===== src/core/power_wake_pkg.sv =====
package power_wake_pkg;

	// Clock and timing figures
	localparam int unsigned     CLK_PERIOD_NS = 4;
	localparam longint unsigned NS_PER_S      = 64'h0000_0000_3B9A_CA00;
	localparam longint unsigned NS_PER_MS     = 64'h0000_0000_000F_4240;
	localparam longint unsigned LONG_PRESS_S  = 4;
	localparam longint unsigned DEBOUNCE_MS   = 20;
	localparam longint unsigned LONG_PRESS_CYC = LONG_PRESS_S * NS_PER_S / CLK_PERIOD_NS;
	localparam longint unsigned DEBOUNCE_CYC   = DEBOUNCE_MS * NS_PER_MS / CLK_PERIOD_NS;
	localparam int              CNT_W          = 32;

	// System power states, one-hot
	typedef enum logic [4:0] {
		WORKING  = 5'h01,
		SLEEP_S1 = 5'h02,
		SLEEP_S3 = 5'h04,
		SLEEP_S4 = 5'h08,
		SOFT_OFF = 5'h10
	} power_state_type;

	// Sleep state entered by a short press while working
	localparam power_state_type SHORT_PRESS_SLEEP = SLEEP_S3;

	// Wake request levels, active high
	typedef struct packed {
		logic lan;
		logic pme;
		logic pcieWake;
		logic ps2;
		logic rtc;
		logic serial;
		logic usb;
	} wake_src_type;

	// Operating-system state request
	typedef struct packed {
		logic            valid;
		power_state_type target;
	} os_req_type;

	// Outputs of the controller
	typedef struct packed {
		power_state_type state;
		logic            mainPowerOn;
		logic            cpuRunning;
		logic            wakeLogicOn;
		logic            stateChanged;
	} power_status_type;

	// Whole controller state
	typedef struct packed {
		power_status_type status;
		logic             swLevel;
		logic [CNT_W-1:0] swCnt;
		logic [CNT_W-1:0] holdCnt;
		logic             longDone;
		logic             s5WakeEn;
		logic             ready;
	} ctrl_type;

	localparam power_status_type STATUS_RESET = '{
		state: SOFT_OFF, mainPowerOn: 1'b0, cpuRunning: 1'b0,
		wakeLogicOn: 1'b1, stateChanged: 1'b0};

	localparam ctrl_type CTRL_RESET = '{
		status: STATUS_RESET, swLevel: 1'b0, swCnt: '0, holdCnt: '0,
		longDone: 1'b0, s5WakeEn: 1'b0, ready: 1'b0};

endpackage


===== src/core/system_power_wake_control.sv =====
`timescale 1ns/1ps

// How it works
// Short press: off to working, working to sleep, sleep back to working.
// Press held four seconds or more forces soft-off from working or sleep.
// Next state depends on both current state and press length.
// Other transitions only happen on an operating-system request.
// In S3, S4 and S5 only wake logic stays powered; processor unpowered.
// LAN and PME wake the system from S1, S3 and S4.
// LAN or PME wake from S5 needs an enable that resets off.
// Each wake source is accepted only in its listed sleep states.
// Wake from S3 returns to the working state held before sleep.
// After mains returns, resume prior on or off state if configured.
// Switch debounced and timed by counter; exactly four seconds counts long.
module system_power_wake_control
	import power_wake_pkg::*;
#(
	parameter logic [CNT_W-1:0] LONG_PRESS_CYCLES = CNT_W'(LONG_PRESS_CYC),
	parameter logic [CNT_W-1:0] DEBOUNCE_CYCLES   = CNT_W'(DEBOUNCE_CYC)
) (
	// Clock and reset
	input  wire logic             sys_clk,
	input  wire logic             reset,
	// Front-panel switch, high while pressed
	input  wire logic             pwrSwitch,
	// Wake sources
	input  wire wake_src_type     wake,
	// Operating-system requests
	input  wire os_req_type       osReq,
	// Configuration levels
	input  wire logic             wakeS5Enable,
	input  wire logic             restoreLastState,
	input  wire logic             lastStateOn,
	// Power status
	output logic                  powerStatus
);

	// Registered controller state and its next value
	ctrl_type        cur;
	ctrl_type        next_cur;

	// Switch filter decode
	logic            rawDiffers;
	logic            debounceDone;
	logic            releaseEvt;

	// Press classification
	logic            longEvt;
	logic            shortEvt;

	// Wake and operating-system decode
	logic            lanPme;
	logic            wakeHit;
	logic            osAccept;
	logic            restoreOn;

	// Chosen next system state
	power_state_type shortTarget;
	power_state_type next_state;

	// Raw switch level differs from the filtered one
	assign rawDiffers   = pwrSwitch != cur.swLevel;

	// New level accepted only after the whole debounce window
	assign debounceDone = rawDiffers && (cur.swCnt == DEBOUNCE_CYCLES - CNT_W'(1));

	// Filtered switch about to drop: end of a press
	assign releaseEvt   = debounceDone && cur.swLevel;

	// Fires once, on the held cycle that reaches the limit
	// Exact limit counts as long, so release on that cycle is long too
	assign longEvt      = cur.swLevel && !cur.longDone &&
		(cur.holdCnt == LONG_PRESS_CYCLES - CNT_W'(1));

	// Release of a press that never reached the limit
	assign shortEvt     = releaseEvt && !cur.longDone && !longEvt;

	// Network and bus event wakes share one gate
	assign lanPme       = wake.lan || wake.pme;

	// Only a working system can be ordered to sleep or off
	assign osAccept     = osReq.valid && (cur.status.state == WORKING) &&
		(osReq.target inside {SLEEP_S1, SLEEP_S3, SLEEP_S4, SOFT_OFF});

	// Power-return policy from the configuration levels
	assign restoreOn    = restoreLastState && lastStateOn;

	// Next-state logic for the whole controller
	always_comb begin
		next_cur    = cur;
		wakeHit     = 1'b0;
		shortTarget = cur.status.state;
		next_state  = cur.status.state;

		// Debounce: a level must hold for the full window to be taken
		if (!rawDiffers) begin
			next_cur.swCnt = '0;
		end else if (debounceDone) begin
			next_cur.swCnt   = '0;
			next_cur.swLevel = pwrSwitch;
		end else begin
			next_cur.swCnt = cur.swCnt + CNT_W'(1);
		end

		// Hold timer stops at the limit so it cannot wrap
		if (!cur.swLevel) begin
			next_cur.holdCnt  = '0;
			next_cur.longDone = 1'b0;
		end else if (longEvt) begin
			next_cur.longDone = 1'b1;
		end else if (!cur.longDone) begin
			next_cur.holdCnt = cur.holdCnt + CNT_W'(1);
		end

		// Per-state short-press target and permitted wake sources
		case (cur.status.state)
			WORKING: begin
				shortTarget = SHORT_PRESS_SLEEP;
				wakeHit     = 1'b0;
			end
			SLEEP_S1: begin
				shortTarget = WORKING;
				wakeHit     = lanPme || wake.pcieWake || wake.ps2;
			end
			SLEEP_S3: begin
				shortTarget = WORKING;
				wakeHit     = lanPme || wake.pcieWake || wake.ps2 || wake.rtc ||
					wake.serial || wake.usb;
			end
			SLEEP_S4: begin
				shortTarget = WORKING;
				wakeHit     = lanPme || wake.pcieWake || wake.rtc;
			end
			SOFT_OFF: begin
				shortTarget = WORKING;
				wakeHit     = (cur.s5WakeEn && lanPme) || wake.pcieWake ||
					wake.rtc;
			end
			default: begin
				// Illegal code: a press falls back to the safe off state
				shortTarget = SOFT_OFF;
				wakeHit     = 1'b0;
			end
		endcase

		// Priority: power return, long press, short press, wake, OS
		if (!cur.ready) begin
			next_state = restoreOn ? WORKING : SOFT_OFF;
		end else if (longEvt) begin
			next_state = SOFT_OFF;
		end else if (shortEvt) begin
			next_state = shortTarget;
		end else if (wakeHit) begin
			// Only one working state, so this is the state held before sleep
			next_state = WORKING;
		end else if (osAccept) begin
			next_state = osReq.target;
		end

		// Enable copied each cycle; reset leaves it off
		next_cur.s5WakeEn = wakeS5Enable;
		next_cur.ready    = 1'b1;

		// Rails: only S0 and S1 keep main power, only S0 runs the processor
		next_cur.status.state        = next_state;
		next_cur.status.mainPowerOn  = (next_state == WORKING) ||
			(next_state == SLEEP_S1);
		next_cur.status.cpuRunning   = next_state == WORKING;
		next_cur.status.wakeLogicOn  = 1'b1;
		next_cur.status.stateChanged = next_state != cur.status.state;
	end

	// State register
	always_ff @(posedge sys_clk) begin
		if (reset) begin
			cur <= CTRL_RESET;
		end else begin
			cur <= next_cur;
		end
	end

	// Output straight from the state register
	assign powerStatus = cur.status.mainPowerOn;

	// Short press from off powers up
	property p_short_from_off;
		@(posedge sys_clk) disable iff (reset)
		cur.ready && shortEvt && (cur.status.state == SOFT_OFF)
		|=> cur.status.state == WORKING;
	endproperty
	a_short_from_off: assert property (p_short_from_off)
		else $error("short press from off did not power up");

	// Short press while working picks the sleep state
	property p_short_from_work;
		@(posedge sys_clk) disable iff (reset)
		cur.ready && shortEvt && (cur.status.state == WORKING)
		|=> cur.status.state == SHORT_PRESS_SLEEP;
	endproperty
	a_short_from_work: assert property (p_short_from_work)
		else $error("short press while working did not sleep");

	// Long press always ends in soft-off
	property p_long_press;
		@(posedge sys_clk) disable iff (reset)
		cur.ready && longEvt
		|=> cur.status.state == SOFT_OFF;
	endproperty
	a_long_press: assert property (p_long_press)
		else $error("long press did not force soft-off");

	// Deep sleep and off keep only the wake logic powered
	property p_deep_power;
		@(posedge sys_clk) disable iff (reset)
		(cur.status.state inside {SLEEP_S3, SLEEP_S4, SOFT_OFF})
		|-> !cur.status.mainPowerOn && !cur.status.cpuRunning &&
			cur.status.wakeLogicOn;
	endproperty
	a_deep_power: assert property (p_deep_power)
		else $error("rail left on in deep sleep or off");

	// Network wake from off blocked while the enable is clear
	property p_s5_gate;
		@(posedge sys_clk) disable iff (reset)
		cur.ready && (cur.status.state == SOFT_OFF) && !cur.s5WakeEn &&
			!shortEvt && !wake.pcieWake && !wake.rtc
		|=> cur.status.state == SOFT_OFF;
	endproperty
	a_s5_gate: assert property (p_s5_gate)
		else $error("off state left without a permitted source");

	// Any source wakes S3 back to working
	property p_wake_s3;
		@(posedge sys_clk) disable iff (reset)
		cur.ready && (cur.status.state == SLEEP_S3) && !longEvt &&
			(wake != '0)
		|=> cur.status.state == WORKING;
	endproperty
	a_wake_s3: assert property (p_wake_s3)
		else $error("wake from S3 did not restore working");

	// Working state kept unless the switch or the OS says otherwise
	property p_os_only;
		@(posedge sys_clk) disable iff (reset)
		cur.ready && (cur.status.state == WORKING) && !shortEvt &&
			!longEvt && !osReq.valid
		|=> cur.status.state == WORKING;
	endproperty
	a_os_only: assert property (p_os_only)
		else $error("working state left without a request");

	// PS/2 alone cannot wake S4
	property p_ps2_gate;
		@(posedge sys_clk) disable iff (reset)
		cur.ready && (cur.status.state == SLEEP_S4) && !shortEvt &&
			!longEvt && (wake == wake_src_type'(7'h08))
		|=> cur.status.state == SLEEP_S4;
	endproperty
	a_ps2_gate: assert property (p_ps2_gate)
		else $error("PS/2 event woke S4");

	// Opening a S1 gate via LAN
	property p_lan_s1;
		@(posedge sys_clk) disable iff (reset)
		cur.ready && (cur.status.state == SLEEP_S1) && !longEvt && wake.lan
		|=> cur.status.state == WORKING;
	endproperty
	a_lan_s1: assert property (p_lan_s1)
		else $error("LAN event did not wake S1");

endmodule


===== config.mk =====
export PLATFORM = sky130hd
export DESIGN_NAME = system_power_wake_control
export DESIGN_NICKNAME = d
export VERILOG_FILES = /design/src/core/power_wake_pkg.sv /design/src/core/system_power_wake_control.sv
export SDC_FILE = /design/constraint.sdc
export NUM_CORES = 1
export LEC_CHECK = 0
export BUFFER_PORTS_ARGS = -buffer_cell sky130_fd_sc_hd__buf_4
export CAP_MARGIN = 20
export CORE_ASPECT_RATIO = 0.8
export CORE_MARGIN = 5
export CORE_UTILIZATION = 40
export DETAILED_ROUTE_END_ITERATION = 8
export REMOVE_ABC_BUFFERS = 1
export SYNTH_ARGS = -nofsm -noshare
export SYNTH_HDL_FRONTEND = slang
export SYNTH_SLANG_ARGS = --single-unit

===== constraint.sdc =====
create_clock -name sys_clk -period 2.95 [get_ports sys_clk]
set_clock_uncertainty 0.05 [all_clocks]
set_input_delay 0.1475 -clock sys_clk [delete_from_list [all_inputs] [get_ports sys_clk]]
set_output_delay 0.1475 -clock sys_clk [all_outputs]
set_load 0.02 [all_outputs]

==> impl_metrics.ini, run 1 <==
[timing]
finalSetupTns_ns = 0
setup_viol = 0
whs_ns = 0.03981
finalCritPeriodShare_pct = 82.14
min_period_ns = 2.423
hold_violations = 0
slew_violations = 0
clock.fmax_mhz = 412.7
tightestPinTransition_ns = 0.8923
rsz0062_at_grt = no
max_slew_margin_pct = 38.98

[floorplanning]
dieWidth_um = 114.4
num_rows = 30
dieArea_um2 = 10700
core_um2 = 8483
die_h_um = 93.53
start_util_pct = 41.12
ioPinCount = 20

[drt]
first_iter_violations = 151
routed-via-count = 2808
drtAntennaViolNets = 0
firstDrtPassIters = 4
wl_per_cell_um = 12.63
route.detailed.drc = 0
routed_wl_um = 6907
vias_per_cell = 5.133

[synth]
synth_edf_count = 0
yosys.area.top_type = dfxtp_1
synthDistinctLibCells = 45
synth_seq_cells = 74
ys_seq_area_share_pct = 42.47
netlist_top_cells_count = nor2_1, dfxtp_1, xor2_1
syn-cell-area_um2 = 3488
yosysMostFrequentCell = nor2_1
synthTopCellsByArea = dfxtp_1, xor2_1, nor2_1, xnor2_1, nand2_1
synthCells = 404
synth_top_area_share_pct = 42.47
synth-async-reset-ratio_pct = 0
yosysWarningCount = 0
ys.flop_type = dfxtp_1
synth.avg_cell_area_um2 = 8.635

[placed_design]
dp_cells = 528
portBuffers = 19
dp_hpwl_um = 4945
gp_congestion = 0.7839
place_area_um2 = 3772

[power_and_ir_drop]
p_clk_share_pct = 41.7
combPwrFrac_pct = 4.0
leakagePower_nw = 1.342
vdd_ir_drop_max_mv = 0.2650
internal_power_mw = 1.433
p_per_area_nw_per_um2 = 466.0
seq_power_share_pct = 54.2
p_switching_mw = 0.4295
p_sw_share_pct = 23.06

[cts]
clkTransAtPathRegs_ns = 0.09
cts-htree-levels = 3
cts.repair.resized = 0
hold_buffers = 3
clk_path_buf_depth = 2
numCtsBuffers = 9
cts_root_buffer = clkbuf_8
cts_tree = yes
post_cts_buffers = 0
clock_sinks = 74
worstSkewPairLatency_ns = 0.35

[global_routing]
overflow = 0
grtUsageTotal_pct = 13.65
antenna_found_initial = 0
grt_pass1_vias = 2576
grt_pass1_wl_um = 11820
grt_max_degree = 33

[cells_and_area]
area_delta_synth_final_pct = 14.56
num-nets-final = 451
fin_area_um2 = 3996
layout-drive-gt1-share_pct = 12.18
antenna_cells = 0
utilization_pct = 47.11
final_cells = 547

[run_status]
status = completed

[setup_path]
cp.depth = 7
ff2ff_path_depth = 7
path_max_fanout = 4
cp_slowest_cell = nor4_1
path_class = reg -> reg
endpoint_kind = flip-flop
cp_data_arrival_time_ns = 2.64
worst_ep_required_time_ns = 3.17
path_delay_family = simple AND/OR/NAND/NOR gates
worstPathCellList = nand3_1 -> nor4_1 -> nand3_2 -> a41oi_2 -> nand3b_2 -> and4_4 -> a211oi_2
max_stage_delay_ns = 0.64
start_kind = flip-flop
crit_buf_inv = 0

[hold_path]
min_path_cells = 3
hold_path_class = in -> reg

[flow_run]
max_cap_violations = 0
==> cell usage in the layout (no fill, tap or decap), types with 8 or more instances in the layout <==
cell type,Yosys,layout
buf_4,0,20
xor2_1,40,40
or3_1,8,8
nand3_1,21,21
nor3_1,9,9
o21ai_0,8,8
and3_1,9,9
nand4_1,17,17
clkbuf_8,0,9
nor2_1,75,75
inv_1,11,11
xnor2_1,19,19
nand2_1,33,33
dfxtp_1,74,74
==> metal layers <==
layer	wire length, um	global-route usage [%]	vias to the layer above
li1	-	-	1449
met1	3516	18.28	1309
met2	2939	20.16	42
met3	363	4.722	8
met4	88	5.143	0
met5	0	0	-
==> state kept, by name, summed over array words and instances (netlist names) <==
register     count
cur             73
powerStatus      1
==> tightest hold or removal path, stage by stage <==
cell,delay (ns)
buf_4,0.10
mux2i_1,0.07
nor2_1,0.09
==> power groups by stage <==
stage               clock network [mW]  registers [mW]  logic, mW
global route                     0.849            1.01     0.0826
finish                           0.777            1.01     0.0750
CTS                              0.805            1.01     0.0749
detailed placement                   0            1.03     0.0713
global placement                     0            1.03     0.0700
floorplan                            0            1.03     0.0371
==> cells by family after synthesis <==
| group | after synthesis | synth area share [%] |
|---|---|---|
| mux | 4 | 1.219 |
| flops | 74 | 42.47 |
| buf+inv | 20 | 2.152 |
| simple gates | 215 | 32.68 |
| xor+xnor | 59 | 14.81 |
| compound gates | 30 | 5.954 |
| fa+ha+maj | 2 | 0.7172 |
==> per-stage QoR <==
| stage | worst slack, ns | total power [mW] |
|---|---|---|
| floorplan | 0.7809 | 1.070 |
| global placement | 0.6811 | 1.104 |
| detailed placement | 0.5938 | 1.105 |
| CTS | 0.5535 | 1.890 |
| global route | 0.4070 | 1.943 |
| finish | 0.5269 | 1.862 |
==> worst paths after layout <==
kind / startpoint / end / slack, ns
max: cur[30] / powerStatus / 0.53
min: pwrSwitch / cur[67] / 0.04
max reg2reg: cur[30] / powerStatus / 0.53
min reg2reg: cur[35] / cur[35] / 0.44
==> cell type report <==
type	instances	area, um2
flip-flops and latches	74	1481
multi-input cells	310	1932
repair buffers	24	207.7
well taps	112	140.1
clock buffers	10	127.6
inverters	11	41.29
clock inverters	6	66.31
fillers	858	4487
(Power assumes the default switching activity.)
==> run 2: changes to the inputs <==
==> constraint.sdc (replaced) <==
create_clock -name sys_clk -period 2.05 [get_ports sys_clk]
set_clock_uncertainty 0.05 [all_clocks]
set_input_delay 0.1025 -clock sys_clk [delete_from_list [all_inputs] [get_ports sys_clk]]
set_output_delay 0.1025 -clock sys_clk [all_outputs]
set_load 0.02 [all_outputs]
==> run 2 against run 1 <==
Against the previous run:
- the run now ends with negative setup slack left
- critical path depth is the same
- count of clock-buffer cells in the layout shrank 1
- highest routed layer unchanged
- largest power group unchanged
- largest cell class unchanged
- total power grew 48%
- flip-flop and latch count is the same
==> impl_metrics.ini, run 2 (same netlist as run 1, synthesis figures left out) <==
[setup_path]
max_stage_delay_ns = 0.46
ff2ff_path_depth = 7
path_max_fanout = 4
worst_ep_required_time_ns = 2.23
worstPathCellList = nor4_2 -> nand4_1 -> nor4_4 -> nand4_1 -> mux2_4 -> o211ai_1 -> a211oi_2
path_class = reg -> reg
cp_data_arrival_time_ns = 2.47
crit_path_frequent_cell = nand4_1
start_kind = flip-flop
endpoint_kind = flip-flop
crit_buf_inv = 0
path_delay_family = simple AND/OR/NAND/NOR gates
cp.depth = 7
cp_slowest_cell = nor4_4

[cts]
numCtsBuffers = 9
worstSkewPairLatency_ns = 0.35
clock_sinks = 74
clkTransAtPathRegs_ns = 0.09
clk_path_buf_depth = 2
cts_root_buffer = clkbuf_8
cts_tree = yes
cts-htree-levels = 3

[flow_run]
max_cap_violations = 0

[power_and_ir_drop]
internal_power_mw = 2.097
p_sw_share_pct = 23.80
seq_power_share_pct = 52.7
p_clk_share_pct = 40.4
vdd_ir_drop_max_mv = 0.3585
p_per_area_nw_per_um2 = 553.0
leakagePower_nw = 1.807
combPwrFrac_pct = 6.9
p_switching_mw = 0.6551

[drt]
route.detailed.drc = 0
routed-via-count = 3120
vias_per_cell = 5.016
wl_per_cell_um = 13.26
firstDrtPassIters = 4
first_iter_violations = 209
drtAntennaViolNets = 0
routed_wl_um = 8246

[cells_and_area]
layout-drive-gt1-share_pct = 37.25
antenna_cells = 0
fillers = 746
area_delta_synth_final_pct = 42.68
largest_register_ffs = 73
final_cells = 622
layout_common_cells = buf_4, dfxtp_1, nor2_1, xor2_1, nand2_1
final_common_cell = buf_4
regMostFlops = cur
num-nets-final = 526

[floorplanning]
start_util_pct = 41.12
die_h_um = 93.53
dieWidth_um = 114.4
ioPinCount = 20
dieArea_um2 = 10700
core_um2 = 8483
num_rows = 30

[timing]
setup_viol = 33
clock.fmax_mhz = 437.0
min_period_ns = 2.289
tightestPinTransition_ns = 0.6305
whs_ns = 0.1040
setup_slack_ns = -0.2386
finalSetupTns_ns = -1.764
rsz0062_at_grt = yes
slew_violations = 0
finalCritPeriodShare_pct = 111.6
hold_violations = 0
max_slew_margin_pct = 56.88

[hold_path]
min_path_cells = 3
hold_path_class = in -> reg

[global_routing]
grt_max_degree = 34
overflow = 0
grt_pass1_wl_um = 13570
grt_pass1_vias = 2957
grtUsageTotal_pct = 15.48
antenna_found_initial = 0

[run_status]
status = finished with violations
violations = negative setup slack

[placed_design]
portBuffers = 19
gp_congestion = 0.8278
dp_cells = 596
dp_hpwl_um = 5694
-- run 2: cell count changes in the layout (fill, tap and decap cells not counted), sizes merged --
cell / change
buf: +72
clkbuf: +1
clkinv: +1
clkinvlp: +1
dlygate4sd3: +1
inv: -1
-- run 2: worst min-delay path, delay by kind of cell --
kind / cells / cell delay (ns)
buffers and inverters: 1 / 0.11
and+or+nand+nor: 1 / 0.17
AOI/OAI and AO/OA: 1 / 0.07
-- run 2: timing repair --
action | 4_1_cts | 5_1_grt
cloned | 0 | 3
pin swaps | 9 | 54
hold endpoints to repair | 7 | 0
hold buffers | 4 | 0
endpoints found under the setup margin | 13 | 53
setup buffers | 0 | 4
gates resized for setup | 13 | 86
-- run 2: worst paths after layout --
path / from / endpoint / slack (ns)
setup / recovery: cur[66] / powerStatus / -0.24
hold / removal: restoreLastState / cur[72] / 0.10
setup reg to reg: cur[66] / powerStatus / -0.24
hold reg to reg: cur[9] / cur[9] / 0.47
-- run 2: through the flow --
step	area, um2	power, mW	utilization [%]	setup WS [ns]
floorplan	3455	1.540	-	-0.1191
global placement	4275	1.609	50.40	-0.1170
detailed placement	4275	1.611	50.40	-0.1936
CTS	4578	2.738	53.97	-0.1551
global route	4977	2.866	58.67	-0.3401
finish	4977	2.752	58.67	-0.2386
-- run 2: power by group through the flow --
stage                     sequential (mW)  combinational, mW  clock, mW
after floorplan                      1.49             0.0534          0
after global placement               1.48              0.125          0
after CTS                            1.45              0.143       1.14
final                                1.45              0.189       1.11
after global routing                 1.45              0.204       1.21
after detailed placement             1.48              0.127          0
-- run 2: area by class of cell --
| type | count | area (um2) | share of cell area, % |
|---|---|---|---|
| Multi-Input combinational cell | 310 | 2288 | 45.98 |
| Sequential cell | 74 | 1489 | 29.91 |
| Timing Repair Buffer | 99 | 824.5 | 16.57 |
| Tap cell | 112 | 140.1 | 2.815 |
| Clock buffer | 9 | 123.9 | 2.489 |
| Clock inverter | 7 | 70.07 | 1.408 |
| Inverter | 11 | 41.29 | 0.8296 |
-- run 2: per-layer routing --
metal	share of wire (%)	GRT usage [%]
met1	49	20.85
met2	46	23.98
met3	3.5	4.528
met4	0.97	4.451
met5	0	0
==> run 3: changes to the inputs <==
==> constraint.sdc (replaced) <==
create_clock -name sys_clk -period 2.8 [get_ports sys_clk]
set_clock_uncertainty 0.05 [all_clocks]
set_input_delay 0.14 -clock sys_clk [delete_from_list [all_inputs] [get_ports sys_clk]]
set_output_delay 0.14 -clock sys_clk [all_outputs]
set_load 0.02 [all_outputs]
==> run 3 against run 2 <==
Against the previous run:
- the flow now finishes without violations
- cell count is 12% lower
- critical path depth stayed put
- die area stayed put
- global-route usage is 1.9 points lower
- count of clock-buffer cells in the layout is 1 higher
- via count is 11% lower
- total power is 28% lower
- worst hold slack worse by 0.077 ns
- register-to-register slack better by 0.68 ns
- utilization is 12 points lower
- maximum frequency is 3.1% lower
- critical endpoint unchanged
==> impl_metrics.ini, run 3 (same netlist as run 1, synthesis figures left out) <==
[setup_path]
worstPathCellList = nand3_1 -> nor4_1 -> nand3_2 -> a41oi_2 -> nand3b_2 -> and4_4 -> a211oi_2
endpoint_kind = flip-flop
ff2ff_path_depth = 7
path_max_fanout = 4
cp_data_arrival_time_ns = 2.58
max_stage_delay_ns = 0.61
cp_slowest_cell = nor4_1
path_class = reg -> reg
worst_ep_required_time_ns = 3.02
start_kind = flip-flop

[global_routing]
grt_pass1_wl_um = 11830
grtUsageTotal_pct = 13.62
grt_max_degree = 34
overflow = 0
grt_pass1_vias = 2586
antenna_found_initial = 0

[floorplanning]
start_util_pct = 41.12
core_um2 = 8483
die_h_um = 93.53
num_rows = 30
dieArea_um2 = 10700
ioPinCount = 20
dieWidth_um = 114.4

[drt]
firstDrtPassIters = 4
routed-wl-met2_um = 2829
routed_wl_um = 6933
first_iter_violations = 173
route.detailed.drc = 0
drtAntennaViolNets = 0
wl_met3_um = 304
routed-via-count = 2789
drt-met1-wl_um = 3727
dr.max_layer_used = met4
wl_per_cell_um = 12.63
vias_per_cell = 5.080

[timing]
max_slew_margin_pct = 44.93
clock.fmax_mhz = 423.4
hold_violations = 0
rsz0062_at_grt = no
tightestPinTransition_ns = 0.8053
slew_violations = 0
finalCritPeriodShare_pct = 84.36
setup_viol = 0
min_period_ns = 2.362
finalSetupTns_ns = 0

[power_and_ir_drop]
leakagePower_nw = 1.348
p_sw_share_pct = 22.53
p_switching_mw = 0.4455
vdd_ir_drop_max_mv = 0.2109
seq_power_share_pct = 53.8
combPwrFrac_pct = 4.0
internal_power_mw = 1.532
p_per_area_nw_per_um2 = 494.1
p_clk_share_pct = 42.2

[placed_design]
gp_congestion = 0.7914
dp_hpwl_um = 4971
portBuffers = 19

[cts]
cts-htree-levels = 3
worstSkewPairLatency_ns = 0.35
clock_sinks = 74
clkTransAtPathRegs_ns = 0.08
post_cts_buffers = 0
clk_path_buf_depth = 2
cts_tree = yes
cts_root_buffer = clkbuf_8
numCtsBuffers = 9

[cells_and_area]
num-nets-final = 453
layout-drive-gt1-share_pct = 12.81
layout_common_cells = nor2_1, dfxtp_1, xor2_1, nand2_1, buf_4
final_common_cell = nor2_1
utilization_pct = 47.17
area_delta_synth_final_pct = 14.71
antenna_cells = 0
largest_register_ffs = 73
regMostFlops = cur

[hold_path]
hold_path_class = in -> reg
min_path_cells = 3

[flow_run]
max_cap_violations = 0

[run_status]
status = completed
==> run 3: cell types whose count changed in the layout (fill, tap and decap cells not counted), sizes merged <==
cell and delta:
buf -70, clkbuf -1, clkinvlp -1, dlygate4sd3 -1
==> run 3: power groups by stage <==
stage	registers [mW]	logic, mW	clock network, mW
2_1_floorplan	1.09	0.0391	0
3_3_place_gp	1.09	0.0740	0
3_5_place_dp	1.09	0.0751	0
4_1_cts	1.06	0.0791	0.863
5_1_grt	1.07	0.0877	0.920
6_report	1.06	0.0787	0.834
==> run 3: stage by stage <==
step	instance area [um2]	worst slack [ns]	std cells	hold slack [ns]	power, mW
3_5_place_dp	3767	0.4692	530	0.3130	1.164
4_1_cts	4001	0.4341	549	0.01696	2.006
6_report	4001	0.4380	549	0.02691	1.977
2_1_floorplan	3455	0.6309	395	0.1591	1.127
3_3_place_gp	3767	0.5256	530	0.2997	1.163
5_1_grt	4001	0.2911	549	0.01084	2.073
==> run 3: worst paths after layout <==
check,startpoint,endpoint,slack (ns)
hold / removal,pwrSwitch,cur[67],0.03
hold reg to reg,cur[35],cur[35],0.43
setup / recovery,cur[30],powerStatus,0.44
setup reg to reg,cur[30],powerStatus,0.44
==> run 3: cell type report <==
class	count	area, um2
clock buffer	10	137.6
fill	854	4482
multi-input combinational	310	1932
sequential	74	1481
tap	112	140.1
timing repair buffer	26	202.7
clock inverter	6	66.31
inverter	11	41.29
==> run 3: metal layers <==
layer | GRT usage (%) | vias up
met1 | 18.65 | 1272
met5 | 0 | -
met4 | 3.561 | 0
li1 | - | 1459
met3 | 4.528 | 9
met2 | 20.49 | 49
==> run 3: critical path: cells and delay by family (launching register included) <==
kind             cells  cell delay, ns
AO/OA/AOI/OAI        2            0.52
flip-flops           1            0.40
AND/OR/NAND/NOR      5            1.32
==> run 3: repair_timing <==
| item | 4_1_cts | 5_1_grt |
|---|---|---|
| setup endpoints to repair | 0 | 0 |
| hold endpoints to repair | 7 | 0 |
| gates resized for setup | 0 | 0 |
| hold buffers | 3 | 0 |
